### src/logic/fpd_defines.svh
// offsets, field positions, reset values and timing counts of the fan duty block
`ifndef FPD_DEFINES_SVH
`define FPD_DEFINES_SVH
`define FPD_ADDR_CFG 8'h02
`define FPD_ADDR_START 8'h08
`define FPD_ADDR_CEIL1 8'h09
`define FPD_ADDR_CEIL2 8'h0a
`define FPD_ADDR_GOAL1 8'h0b
`define FPD_ADDR_GOAL2 8'h0c
`define FPD_ADDR_NOW1 8'h0d
`define FPD_ADDR_NOW2 8'h0e
`define FPD_BIT_STANDBY 7
`define FPD_BIT_SOFT_RST 6
`define FPD_BIT_TMO_DIS 5
`define FPD_BIT_POL1 4
`define FPD_BIT_POL2 3
`define FPD_BIT_MIN_HOLD 2
`define FPD_BIT_SRC_DIE 1
`define FPD_BIT_SPIN_DIS 0
`define FPD_RST_CFG 8'h18
`define FPD_RST_START 8'h60
`define FPD_RST_CEIL 8'hf0
`define FPD_RST_GOAL 8'h00
`define FPD_RST_NOW 8'h00
`define FPD_FULL_DUTY 8'hf0
`define FPD_RAMP_STEP 8'h02
`define FPD_SLOTS 240
`define FPD_CLK_HZ 250000000
`define FPD_TICK_US 62500
`define FPD_FREQ_20 20
`define FPD_FREQ_33 33
`define FPD_FREQ_50 50
`define FPD_FREQ_100 100
`define FPD_FREQ_35K 35000
`endif

### src/logic/fpd_pkg.sv
// types of the fan duty block
package fpd_pkg;
  typedef struct packed {
    logic standby;
    logic soft_rst;
    logic tmo_dis;
    logic pol1;
    logic pol2;
    logic min_hold;
    logic src_die;
    logic spin_dis;
  } fpd_cfg_t;

  typedef struct packed {
    logic sel_ch1;
    logic sel_ch2;
    logic [2:0] rate;
    logic [3:0] step;
  } fpd_fan_ctl_t;

  typedef struct packed {
    logic [7:0] ceil;
    logic [7:0] goal;
    logic [7:0] now;
    logic [7:0] ramp_cnt;
  } fpd_fan_t;

  typedef struct packed {
    fpd_cfg_t cfg;
    logic [7:0] start_duty;
    fpd_fan_t [1:0] fan;
    logic [23:0] tick_cnt;
    logic tick;
    logic [15:0] div_cnt;
    logic [7:0] slot_cnt;
    logic [1:0] drv_oe;
    logic [7:0] rdata;
  } fpd_state_t;
endpackage

### src/logic/fpd_top.sv
// two-channel fan duty control: configuration, duty derivation, ramp and pwm
`timescale 1ns/1ns
`include "fpd_defines.svh"
////////////////////////////////////////////////////////////////////////////////
// Overview of operation
// - standby bit halts conversions and pwm drive
// - writing soft reset bit restores all registers
// - timeout bit low enables bus timeout
// - fan one polarity bit sets full-duty level
// - fan two polarity bit sets full-duty level
// - below start temperature duty zero, then start
// - hold bit keeps start duty below threshold
// - source bit picks die or thermistor two
// - spin-up disable bit skips spin-up
// - start duty codes above 240 mean full
// - ceiling caps duty, codes above 240 full
// - manual mode ignores the ceiling register
// - automatic mode keeps writing computed goal duty
// - nonzero rate ramps toward goal gradually
// - present duty register shows driven duty
// - ramp steps two, interval doubles per code
// - unassigned fan follows goal, clipped at 240
// - fastest frequency truncates duty to fours
////////////////////////////////////////////////////////////////////////////////
module fpd_top import fpd_pkg::*; #(
  parameter int TICK_CYCLES = `FPD_CLK_HZ / 1000000 * `FPD_TICK_US,
  parameter int SLOT_20 = `FPD_CLK_HZ / (`FPD_FREQ_20 * `FPD_SLOTS),
  parameter int SLOT_33 = `FPD_CLK_HZ / (`FPD_FREQ_33 * `FPD_SLOTS),
  parameter int SLOT_50 = `FPD_CLK_HZ / (`FPD_FREQ_50 * `FPD_SLOTS),
  parameter int SLOT_100 = `FPD_CLK_HZ / (`FPD_FREQ_100 * `FPD_SLOTS),
  parameter int SLOT_35K = `FPD_CLK_HZ / (`FPD_FREQ_35K * `FPD_SLOTS)
) (
  input logic CLK,
  input logic RST,
  input logic REG_WR,
  input logic [7:0] REG_ADDR,
  input logic [7:0] REG_WDATA,
  output logic [7:0] REG_RDATA,
  input logic [7:0] TEMP_CH1,
  input logic [7:0] TEMP_CH2,
  input logic [7:0] START_TEMP_CH1,
  input logic [7:0] START_TEMP_CH2,
  input logic TEMP_STEP_TWO,
  input fpd_fan_ctl_t [1:0] FAN_CTL,
  input logic [2:0] FREQ_SEL,
  output logic CONVERT_HALT,
  output logic BUS_TIMEOUT_EN,
  output logic TEMP2_SRC_DIE,
  output logic SPINUP_EN,
  input logic FAN_ONE_DRIVE_OUTPUT_I,
  output logic FAN_ONE_DRIVE_OUTPUT_O,
  output logic FAN_ONE_DRIVE_OUTPUT_OE,
  input logic FAN_TWO_DRIVE_OUTPUT_I,
  output logic FAN_TWO_DRIVE_OUTPUT_O,
  output logic FAN_TWO_DRIVE_OUTPUT_OE
);
  ////////////////////////////////////////////////////////////////////////////////
  // helpers
  function automatic logic [7:0] clip240(input logic [7:0] v);
    return (v > `FPD_FULL_DUTY) ? `FPD_FULL_DUTY : v;
  endfunction

  function automatic logic [7:0] auto_duty(input logic [7:0] temp, input logic [7:0] thr,
                                           input logic [7:0] sduty, input logic [3:0] step,
                                           input logic two_deg, input logic hold);
    logic [7:0] diff;
    logic [4:0] inc;
    logic [12:0] prod;
    logic [13:0] sum;
    diff = temp - thr;
    if (two_deg) begin
      diff = diff >> 1;
    end
    inc = (step == 4'hf) ? 5'h1f : {step, 1'b0};
    prod = diff * inc;
    sum = {6'h00, clip240(sduty)} + {1'b0, prod};
    if (temp < thr) begin
      return hold ? clip240(sduty) : 8'h00;
    end
    return (sum > 14'(`FPD_FULL_DUTY)) ? `FPD_FULL_DUTY : sum[7:0];
  endfunction

  function automatic fpd_state_t rst_state();
    fpd_state_t s;
    s = '0;
    s.cfg = fpd_cfg_t'(`FPD_RST_CFG);
    s.start_duty = `FPD_RST_START;
    for (int i = 0; i < 2; i++) begin
      s.fan[i].ceil = `FPD_RST_CEIL;
      s.fan[i].goal = `FPD_RST_GOAL;
      s.fan[i].now = `FPD_RST_NOW;
    end
    return s;
  endfunction

  fpd_state_t st_q;
  fpd_state_t st_d;
  logic [1:0] auto_mode;
  logic [7:0] auto_val [2];
  logic [7:0] eff [2];
  logic [7:0] tgt [2];
  logic [15:0] div_max;

  ////////////////////////////////////////////////////////////////////////////////
  // per-fan duty derivation
  for (genvar g = 0; g < 2; g++) begin : g_fan
    logic [7:0] d1;
    logic [7:0] d2;
    logic [7:0] raw;
    logic [7:0] cap;
    assign d1 = FAN_CTL[g].sel_ch1 ? auto_duty(TEMP_CH1, START_TEMP_CH1, st_q.start_duty,
      FAN_CTL[g].step, TEMP_STEP_TWO, st_q.cfg.min_hold) : 8'h00;
    assign d2 = FAN_CTL[g].sel_ch2 ? auto_duty(TEMP_CH2, START_TEMP_CH2, st_q.start_duty,
      FAN_CTL[g].step, TEMP_STEP_TWO, st_q.cfg.min_hold) : 8'h00;
    assign raw = (d1 > d2) ? d1 : d2;
    assign cap = clip240(st_q.fan[g].ceil);
    assign auto_mode[g] = FAN_CTL[g].sel_ch1 | FAN_CTL[g].sel_ch2;
    assign auto_val[g] = (raw > cap) ? cap : raw;
    assign tgt[g] = auto_mode[g] ? auto_val[g] : clip240(st_q.fan[g].goal);
    assign eff[g] = FREQ_SEL[0] ? {st_q.fan[g].now[7:2], 2'b00} : st_q.fan[g].now;
  end

  // select a b c map to bits 2 1 0
  always_comb begin
    case (FREQ_SEL)
      3'h0: div_max = 16'(SLOT_20 - 1);
      3'h2: div_max = 16'(SLOT_33 - 1);
      3'h4: div_max = 16'(SLOT_50 - 1);
      3'h6: div_max = 16'(SLOT_100 - 1);
      default: div_max = 16'(SLOT_35K - 1);
    endcase
  end

  ////////////////////////////////////////////////////////////////////////////////
  // next state
  always_comb begin
    logic [7:0] ivl;
    logic active;
    logic level;
    logic pol;
    ivl = 8'h00;
    active = 1'b0;
    level = 1'b0;
    pol = 1'b0;
    st_d = st_q;
    st_d.tick = 1'b0;
    if (st_q.tick_cnt >= 24'(TICK_CYCLES - 1)) begin
      st_d.tick_cnt = 24'h000000;
      st_d.tick = 1'b1;
    end else begin
      st_d.tick_cnt = st_q.tick_cnt + 24'h000001;
    end
    if (st_q.div_cnt >= div_max) begin
      st_d.div_cnt = 16'h0000;
      st_d.slot_cnt = (st_q.slot_cnt >= 8'(`FPD_SLOTS - 1)) ? 8'h00 : st_q.slot_cnt + 8'h01;
    end else begin
      st_d.div_cnt = st_q.div_cnt + 16'h0001;
    end
    if (REG_WR) begin
      case (REG_ADDR)
        `FPD_ADDR_CFG: st_d.cfg = fpd_cfg_t'(REG_WDATA);
        `FPD_ADDR_START: st_d.start_duty = REG_WDATA;
        `FPD_ADDR_CEIL1: st_d.fan[0].ceil = REG_WDATA;
        `FPD_ADDR_CEIL2: st_d.fan[1].ceil = REG_WDATA;
        `FPD_ADDR_GOAL1: st_d.fan[0].goal = REG_WDATA;
        `FPD_ADDR_GOAL2: st_d.fan[1].goal = REG_WDATA;
        default: ;
      endcase
    end
    for (int i = 0; i < 2; i++) begin
      if (auto_mode[i] && !st_q.cfg.standby) begin
        st_d.fan[i].goal = auto_val[i];
      end
      ivl = 8'h01 << (FAN_CTL[i].rate - 3'h1);
      if (!st_q.cfg.standby) begin
        if (FAN_CTL[i].rate == 3'h0) begin
          st_d.fan[i].now = tgt[i];
          st_d.fan[i].ramp_cnt = 8'h00;
        end else if (st_q.tick) begin
          if (st_q.fan[i].ramp_cnt >= ivl - 8'h01) begin
            st_d.fan[i].ramp_cnt = 8'h00;
            if (st_q.fan[i].now < tgt[i]) begin
              st_d.fan[i].now = (tgt[i] - st_q.fan[i].now >= `FPD_RAMP_STEP) ?
                st_q.fan[i].now + `FPD_RAMP_STEP : tgt[i];
            end else if (st_q.fan[i].now > tgt[i]) begin
              st_d.fan[i].now = (st_q.fan[i].now - tgt[i] >= `FPD_RAMP_STEP) ?
                st_q.fan[i].now - `FPD_RAMP_STEP : tgt[i];
            end
          end else begin
            st_d.fan[i].ramp_cnt = st_q.fan[i].ramp_cnt + 8'h01;
          end
        end
      end
      pol = (i == 0) ? st_q.cfg.pol1 : st_q.cfg.pol2;
      active = st_q.slot_cnt < eff[i];
      level = active ? pol : ~pol;
      st_d.drv_oe[i] = !st_q.cfg.standby && !level;
    end
    case (REG_ADDR)
      `FPD_ADDR_CFG: st_d.rdata = st_q.cfg;
      `FPD_ADDR_START: st_d.rdata = st_q.start_duty;
      `FPD_ADDR_CEIL1: st_d.rdata = st_q.fan[0].ceil;
      `FPD_ADDR_CEIL2: st_d.rdata = st_q.fan[1].ceil;
      `FPD_ADDR_GOAL1: st_d.rdata = st_q.fan[0].goal;
      `FPD_ADDR_GOAL2: st_d.rdata = st_q.fan[1].goal;
      `FPD_ADDR_NOW1: st_d.rdata = eff[0];
      `FPD_ADDR_NOW2: st_d.rdata = eff[1];
      default: st_d.rdata = 8'h00;
    endcase
    if (REG_WR && REG_ADDR == `FPD_ADDR_CFG && REG_WDATA[`FPD_BIT_SOFT_RST]) begin
      st_d = rst_state();
    end
  end

  always_ff @(posedge CLK) begin
    if (RST) begin
      st_q <= rst_state();
    end else begin
      st_q <= st_d;
    end
  end

  ////////////////////////////////////////////////////////////////////////////////
  // outputs
  assign REG_RDATA = st_q.rdata;
  assign CONVERT_HALT = st_q.cfg.standby;
  assign BUS_TIMEOUT_EN = !st_q.cfg.tmo_dis;
  assign TEMP2_SRC_DIE = st_q.cfg.src_die;
  assign SPINUP_EN = !st_q.cfg.spin_dis;
  assign FAN_ONE_DRIVE_OUTPUT_O = 1'b0;
  assign FAN_ONE_DRIVE_OUTPUT_OE = st_q.drv_oe[0];
  assign FAN_TWO_DRIVE_OUTPUT_O = 1'b0;
  assign FAN_TWO_DRIVE_OUTPUT_OE = st_q.drv_oe[1];
endmodule

### config.mk
export PLATFORM = sky130hd
export DESIGN_NAME = fpd_top
export DESIGN_NICKNAME = d
export VERILOG_FILES = /design/src/logic/fpd_pkg.sv /design/src/logic/fpd_top.sv
export VERILOG_INCLUDE_DIRS = /design/src /design/src/logic
export SDC_FILE = /design/constraint.sdc
export NUM_CORES = 1
export LEC_CHECK = 0
export BUFFER_PORTS_ARGS = -buffer_cell sky130_fd_sc_hd__buf_4
export CORE_MARGIN = 2
export CORE_UTILIZATION = 28
export CTS_BUF_LIST = sky130_fd_sc_hd__clkbuf_2 sky130_fd_sc_hd__clkbuf_4 sky130_fd_sc_hd__clkbuf_8
export CTS_CLUSTER_DIAMETER = 50
export DETAILED_ROUTE_END_ITERATION = 16
export PLACE_DENSITY_LB_ADDON = 0.2
export SETUP_SLACK_MARGIN = 0.3
export SLEW_MARGIN = 20
export SYNTH_ARGS = -nofsm -noshare
export SYNTH_HDL_FRONTEND = slang
export SYNTH_SLANG_ARGS = --single-unit
### constraint.sdc
create_clock -name CLK -period 26.2 [get_ports CLK]
set_clock_uncertainty 0.1 [all_clocks]
set_input_delay 1.31 -clock CLK [delete_from_list [all_inputs] [get_ports CLK]]
set_output_delay 1.31 -clock CLK [all_outputs]
set_load 0.02 [all_outputs]
======== Word level (Yosys, flattened, before mapping) ========
Index checks and enable logic that the tools add are counted.
Widths: inputs -> output; s select.
storage, ports and cells
  register bits after elaboration ......... 139
  output and inout port bits .............. 16
  word-level logic and storage cells ...... 199
cells by class
  add/sub/neg operators ................... 23
  $mul .................................... 4
  $lt $le $gt $ge ......................... 30
  equality and inequality tests ........... 13
  shift operators ......................... 2
  mux-type cells .......................... 62
  bitwise operators ....................... 5
  reductions and logical operators ........ 37
operators by type and width
  kind                   count
  $mux 8                 47
  $mux 16                4
  $pmux 16 s4            1
  $pmux 8 s8             1
  $add 8x13->14          4
  $eq 8x4->1 const B     7
  $gt 14x8->1 const B    4
  $mul 8x5->13           4
  $gt 8x8->1             6
  $lt 8x8->1             6
  $sub 8x8->8            6
  $gt 8x8->1 const B     5
  $ge 8x2->1 const B     4
  $add 24x1->24 const B  1
  $add 8x1->8 const B    3
  $ge 24x24->1 const B   1
  $add 16x1->16 const B  1
  $add 8x2->8 const B    2
  $ge 16x16->1           1
  $ge 8x8->1             2
  $reduce_and 2->1       8
  $reduce_bool 2->1      8
  $shl 1x3->8 const A    2
  $sub 8x1->8 const B    2
  19 further kinds       46

======== Longest topological paths before layout ========
  depth in word-level cells ............... 21
  depth in mapped cells ................... 67
  mapped depth without buffers ............ 65

======== Least setup slack after synthesis ========
OpenSTA, ideal clock, no wires.
  path kind ............................... input-to-reg
  from .................................... input START_TEMP_CH1[1]
  to ...................................... register st_q[105] in the netlist's numbering
  library setup time ...................... 0.095 ns
  arrival ................................. 12.903 ns
  data required time ...................... 26.005 ns
  path slack .............................. 13.102 ns
  stages on the path ...................... 56
  buffers on the path ..................... 1
  cell sequence ........................... inv_1 -> ha_1 -> nor2b_1 -> o21ai_0 -> nand2b_1 -> a21o_1 -> a21oi_1 -> o21bai_1 -> a21oi_1 -> xnor2_1 -> mux2i_1 -> nor2b_1 -> fa_1 -> inv_1 -> fa_1 -> fa_1 -> inv_1 -> ha_1 -> [20 not listed] -> a221oi_1 -> nand2_1 -> o31ai_1 -> a31o_2 -> nand2_2 -> a221oi_2 -> inv_1 -> ha_1 -> ha_1 -> a21oi_1 -> o211ai_1 -> a2111oi_0 -> a21boi_0 -> o2111a_1 -> nor3_4 -> a21oi_2 -> a21oi_1 -> a221oi_1
on the way
  cells in the longest elaborated chain, start to end .. 21
RTL lines
  item                    line            RTL
  start: declaration      fpd_top.sv:41   input logic [7:0] START_TEMP_CH1,
  $sub 8x8->8             fpd_top.sv:70   diff = temp - thr;
  $mux 8                  fpd_top.sv:71   if (two_deg) begin
  $mul 8x5->13            fpd_top.sv:75   prod = diff * inc;
  $add 8x13->14           fpd_top.sv:76   sum = {6'h00, clip240(sduty)} + {1'b0, prod};
  $gt 14x8->1             fpd_top.sv:80   return (sum > 14'(`FPD_FULL_DUTY)) ? `FPD_FULL_DUTY : sum[7:0];
  $mux 8                  fpd_top.sv:80
  $mux 8 *                fpd_top.sv:80
  $mux 8 *                fpd_top.sv:111  assign d1 = FAN_CTL[g].sel_ch1 ? auto_duty(TEMP_CH1, START_TEMP_CH1, st_q.start_duty,
  [5 not listed]          -
  $sub 8x8->8             fpd_top.sv:186  st_d.fan[i].now = (st_q.fan[i].now - tgt[i] >= `FPD_RAMP_STEP) ?
  $ge 8x2->1 (no line)    -
  $mux 8                  fpd_top.sv:186
  $mux 8                  fpd_top.sv:185  end else if (st_q.fan[i].now > tgt[i]) begin
  $mux 8                  fpd_top.sv:182  if (st_q.fan[i].now < tgt[i]) begin
  $mux 8                  fpd_top.sv:180  if (st_q.fan[i].ramp_cnt >= ivl - 8'h01) begin
  $mux 16                 fpd_top.sv:179  end else if (st_q.tick) begin
  $mux 16                 fpd_top.sv:176  if (FAN_CTL[i].rate == 3'h0) begin
  end signal: assignment  fpd_top.sv:217  st_q <= rst_state();
  end signal: assignment  fpd_top.sv:219  st_q <= st_d;
  end: declaration        fpd_top.sv:96   fpd_state_t st_q;
Mark *: on every way between the ends. The rest lies on a longest branch, timed or not. The select of a mux whose other input is x is not followed.
A chain may end at the register's enable or synchronous reset.

======== Worst setup path in the final report ========
  from .................................... input TEMP_CH1[1]
  to ...................................... register st_q[105] in the netlist's numbering
on the way
  cells in the longest elaborated chain, start to end .. 21
RTL lines
  item                  line            RTL
  start: declaration    fpd_top.sv:39   input logic [7:0] TEMP_CH1,
  $sub 8x8->8           fpd_top.sv:70
  $mux 8                fpd_top.sv:71
  $mul 8x5->13          fpd_top.sv:75
  $add 8x13->14         fpd_top.sv:76
  $gt 14x8->1           fpd_top.sv:80
  $mux 8                fpd_top.sv:80
  $mux 8 *              fpd_top.sv:80
  $mux 8 *              fpd_top.sv:111
  [5 not listed]        -
  $sub 8x8->8           fpd_top.sv:186
  $ge 8x2->1 (no line)  -
  $mux 8                fpd_top.sv:186
  $mux 8                fpd_top.sv:185
  $mux 8                fpd_top.sv:182
  $mux 8                fpd_top.sv:180
  $mux 16               fpd_top.sv:179
  $mux 16               fpd_top.sv:176
Marks and branches as above.

==> results.yml <==
synth:
  yosysTopAreaCellShare: 0.148
  synth_xor_area_frac: 0.0479
  synth_fa_ha_area_frac: 0.260
  synth.cell_area_mm2: 0.0188
  ys_warn_count: 0
  syn_area_per_cell_um2: 7.79
  seq_area_frac_synth: 0.148
  synth_compound_area_frac: 0.199
  synthFlopType: "dfxtp_1"
  synth.distinct_cells: 100
  synth_top_family_by_area: "adder cells"
  yosys.area_share.simple: 0.236
  synth_edf_count: 0
  synth_cells: 2418
  muxShareOfSynthArea: 0.0353
  synth_seq_cells: 139
  yosysTopAreaCell: "dfxtp_1"
  synth_area_leaders: "dfxtp_1 15%, ha_1 14%, fa_1 11%, inv_1 5.4%, nand2_1 4.4%"
  synthArstFlopShare: 0
clock_tree:
  h-tree-depth: 4
  cts_buffer_depth: 2
  cts_buffers: 17
  cts_sinks: 139
  cts_tree: "done"
  clk-insertion-delay-late_ps: 490
  clock-root-buffer: "clkbuf_8"
  clk_pin_slew_ps: 90
  post_cts_buffers: 0
  postCtsHoldBufs: 0
  cts_resized: 0
worst_setup_path:
  slowest_delay_ps: 700
  arrival_ps: 15470
  crit_buf_inv: 4
  cp_max_fo: 12
  path_common_cell: "ha_1"
  r2r_setup_slack_ps: 12240
  start_kind: "input pin"
  cpLargestDelayFamily: "compound AO/OA/AOI/OAI gates"
  endpoint_kind: "flop"
  worstReg2RegStart: "st_q[130]"
  slowest_stage: "mux2i_1"
  critPathLaunch: "TEMP_CH1[1]"
  r2r_end: "st_q[105]"
  crit_type: "in2reg"
  worstPathRequired_ps: 26490
  worstRegToRegCells: 46
global_route:
  overflow: 0
  antenna_found_initial: 1
  track_usage: 0.165
  grt_pass1_vias: 17100
  grt_max_degree: 48
  grt_first_pass_wirelength_mm: 93.2
power_and_ir_drop:
  p_leak_uw: 0.00941
  powerDensity_mw_per_mm2: 65.4
  ir_drop_uv: 34.4
cells_and_area:
  drive_above_1_share: 0.0855
  final_area_mm2: 0.0208
  fill_cells: 7139
  syn_to_final_growth_pct: 10.4
  fin_nets: 2857
  fin_util: 0.310
timing:
  setup_ws_ps: 11030
  setup_viol: 0
  rsz0062_at_grt: "no"
  tightest_slew_ps: 970
  slew_headroom: 0.335
  finalCritPeriodShare: 0.579
  min_period_ps: 15170
  final_hold_viol_count: 0
  whs_ps: 371
  drv_slew: 0
  finalSetupTns_ps: 0
  max_freq_ghz: 0.0659
floorplan:
  io-pin-count: 91
  rows: 95
  die_w_um: 263
  die_area_mm2: 0.0693
  core_mm2: 0.0669
  fp.dieH_um: 263
  initial_core_util: 0.281
placed_design:
  pre_cts_slack_ps: 10570
  port_buffers: 86
  dp_hpwl_mm: 44.7
  place_congestion: 0.869
  dpl_cell_area_mm2: 0.0204
routing:
  routedWlPerCell_um: 17.0
  final_antenna_net_count: 0
  vias: 17100
  drt_first_pass_iters: 5
  drt_wl_total_mm: 56.7
  dr.first_iter.drc_count: 1021
  viasPerCell: 5.12
  drc: 0
min_path:
  whs_endpoint: "st_q[35]"
  hp-class: "reg2reg"
  min_path_cells: 1
  hp-start: "st_q[35]"
run_status:
  status: "complete, no violations"
flow_run:
  maxCapViolCount: 0
-- cell families after synthesis --
group	Yosys count
AND/OR/NAND/NOR	881
AO/OA/AOI/OAI	544
buffers and inverters	359
adder cells (fa/ha/maj)	326
flip-flops	139
XOR/XNOR	103
multiplexers	64
other	2
-- placed cells by master (no fill, tap or decap), types with 28 or more instances in the layout --
cell type and count:
buf_4 105, nand2_1 223, a211oi_1 33, fa_1 108, ha_1 218, mux2i_1 48
xor2_1 46, nand4_1 38, inv_1 270, o21ai_0 108, a21oi_1 133, a21o_1 43
nand3_1 76, xnor2_1 57, and3_1 28, nor2_1 204, dfxtp_1 139, nand2b_1 47
and2_1 63, nor2b_1 90, nor3_1 29
-- cell usage after synthesis, types with 33 or more instances --
cell	number
a211oi_1	33
xnor2_1	57
o21ai_0	108
a21o_1	44
inv_1	270
clkbuf_1	71
nor2_1	204
nand2b_1	47
dfxtp_1	139
a21oi_1	134
nand3_1	76
nand2_1	223
fa_1	108
mux2i_1	50
and2_1	63
nand4_1	38
nor2b_1	90
ha_1	218
xor2_1	46
-- how the worst max path moves through the flow --
| stage | depth (start not counted) | endpoint | slack (ps) |
|---|---|---|---|
| after floorplan | 56 | st_q[105] | 13100 |
| after global placement | 55 | st_q[105] | 10730 |
| after detailed placement | 55 | st_q[105] | 10570 |
| after CTS | 55 | st_q[105] | 11030 |
| after global routing | 56 | st_q[104] | 9890 |
| final | 55 | st_q[105] | 11030 |
-- layout make-up --
cell class / count / area, um^2 / share of cell area
sequential: 139 / 2780 / 0.134
multi-input combinational: 1922 / 14700 / 0.706
tap: 873 / 1090 / 0.0526
antenna: 2 / 5.00 / 0.000241
timing repair buffer: 105 / 788 / 0.0379
inverter: 271 / 1020 / 0.0490
clock buffer: 17 / 234 / 0.0113
clock inverter: 15 / 179 / 0.00861
-- worst register-to-register path, delay by kind of cell, from the launching register on --
kind | cells | cell delay, ps
AND/OR/NAND/NOR | 13 | 2780
multiplexers | 1 | 470
flip-flops | 1 | 890
AO/OA/AOI/OAI | 21 | 6770
adder cells (fa/ha/maj) | 7 | 2600
buffers and inverters | 4 | 280
-- state kept, by name (all words and copies together), names as in the netlist --
signal	cells
CONVERT_HALT	1
FAN_ONE_DRIVE_OUTPUT_OE	1
FAN_TWO_DRIVE_OUTPUT_OE	1
REG_RDATA	8
TEMP2_SRC_DIE	1
st_q	127
-- report_power, final --
group          total (uW)  switching (uW)  internal, uW
Sequential            223            6.95           216
Clock                 192             103          88.8
Combinational         944             577           367
-- stage by stage --
stage / total power, uW / std cells
2_1_floorplan: 939 / 2420
3_3_place_gp: 1150 / 3310
6_report: 1360 / 3344
4_1_cts: 1360 / 3342
3_5_place_dp: 1160 / 3310
5_1_grt: 1510 / 3342
-- metal layers --
metal	up-vias	track usage	wire length [um]
li1	8476	-	-
met1	8218	0.230	27700
met2	367	0.272	25700
met3	58	0.0204	2360
met4	2	0.0369	960
met5	-	0	8
Note: power is estimated with default switching activity, not from simulation.
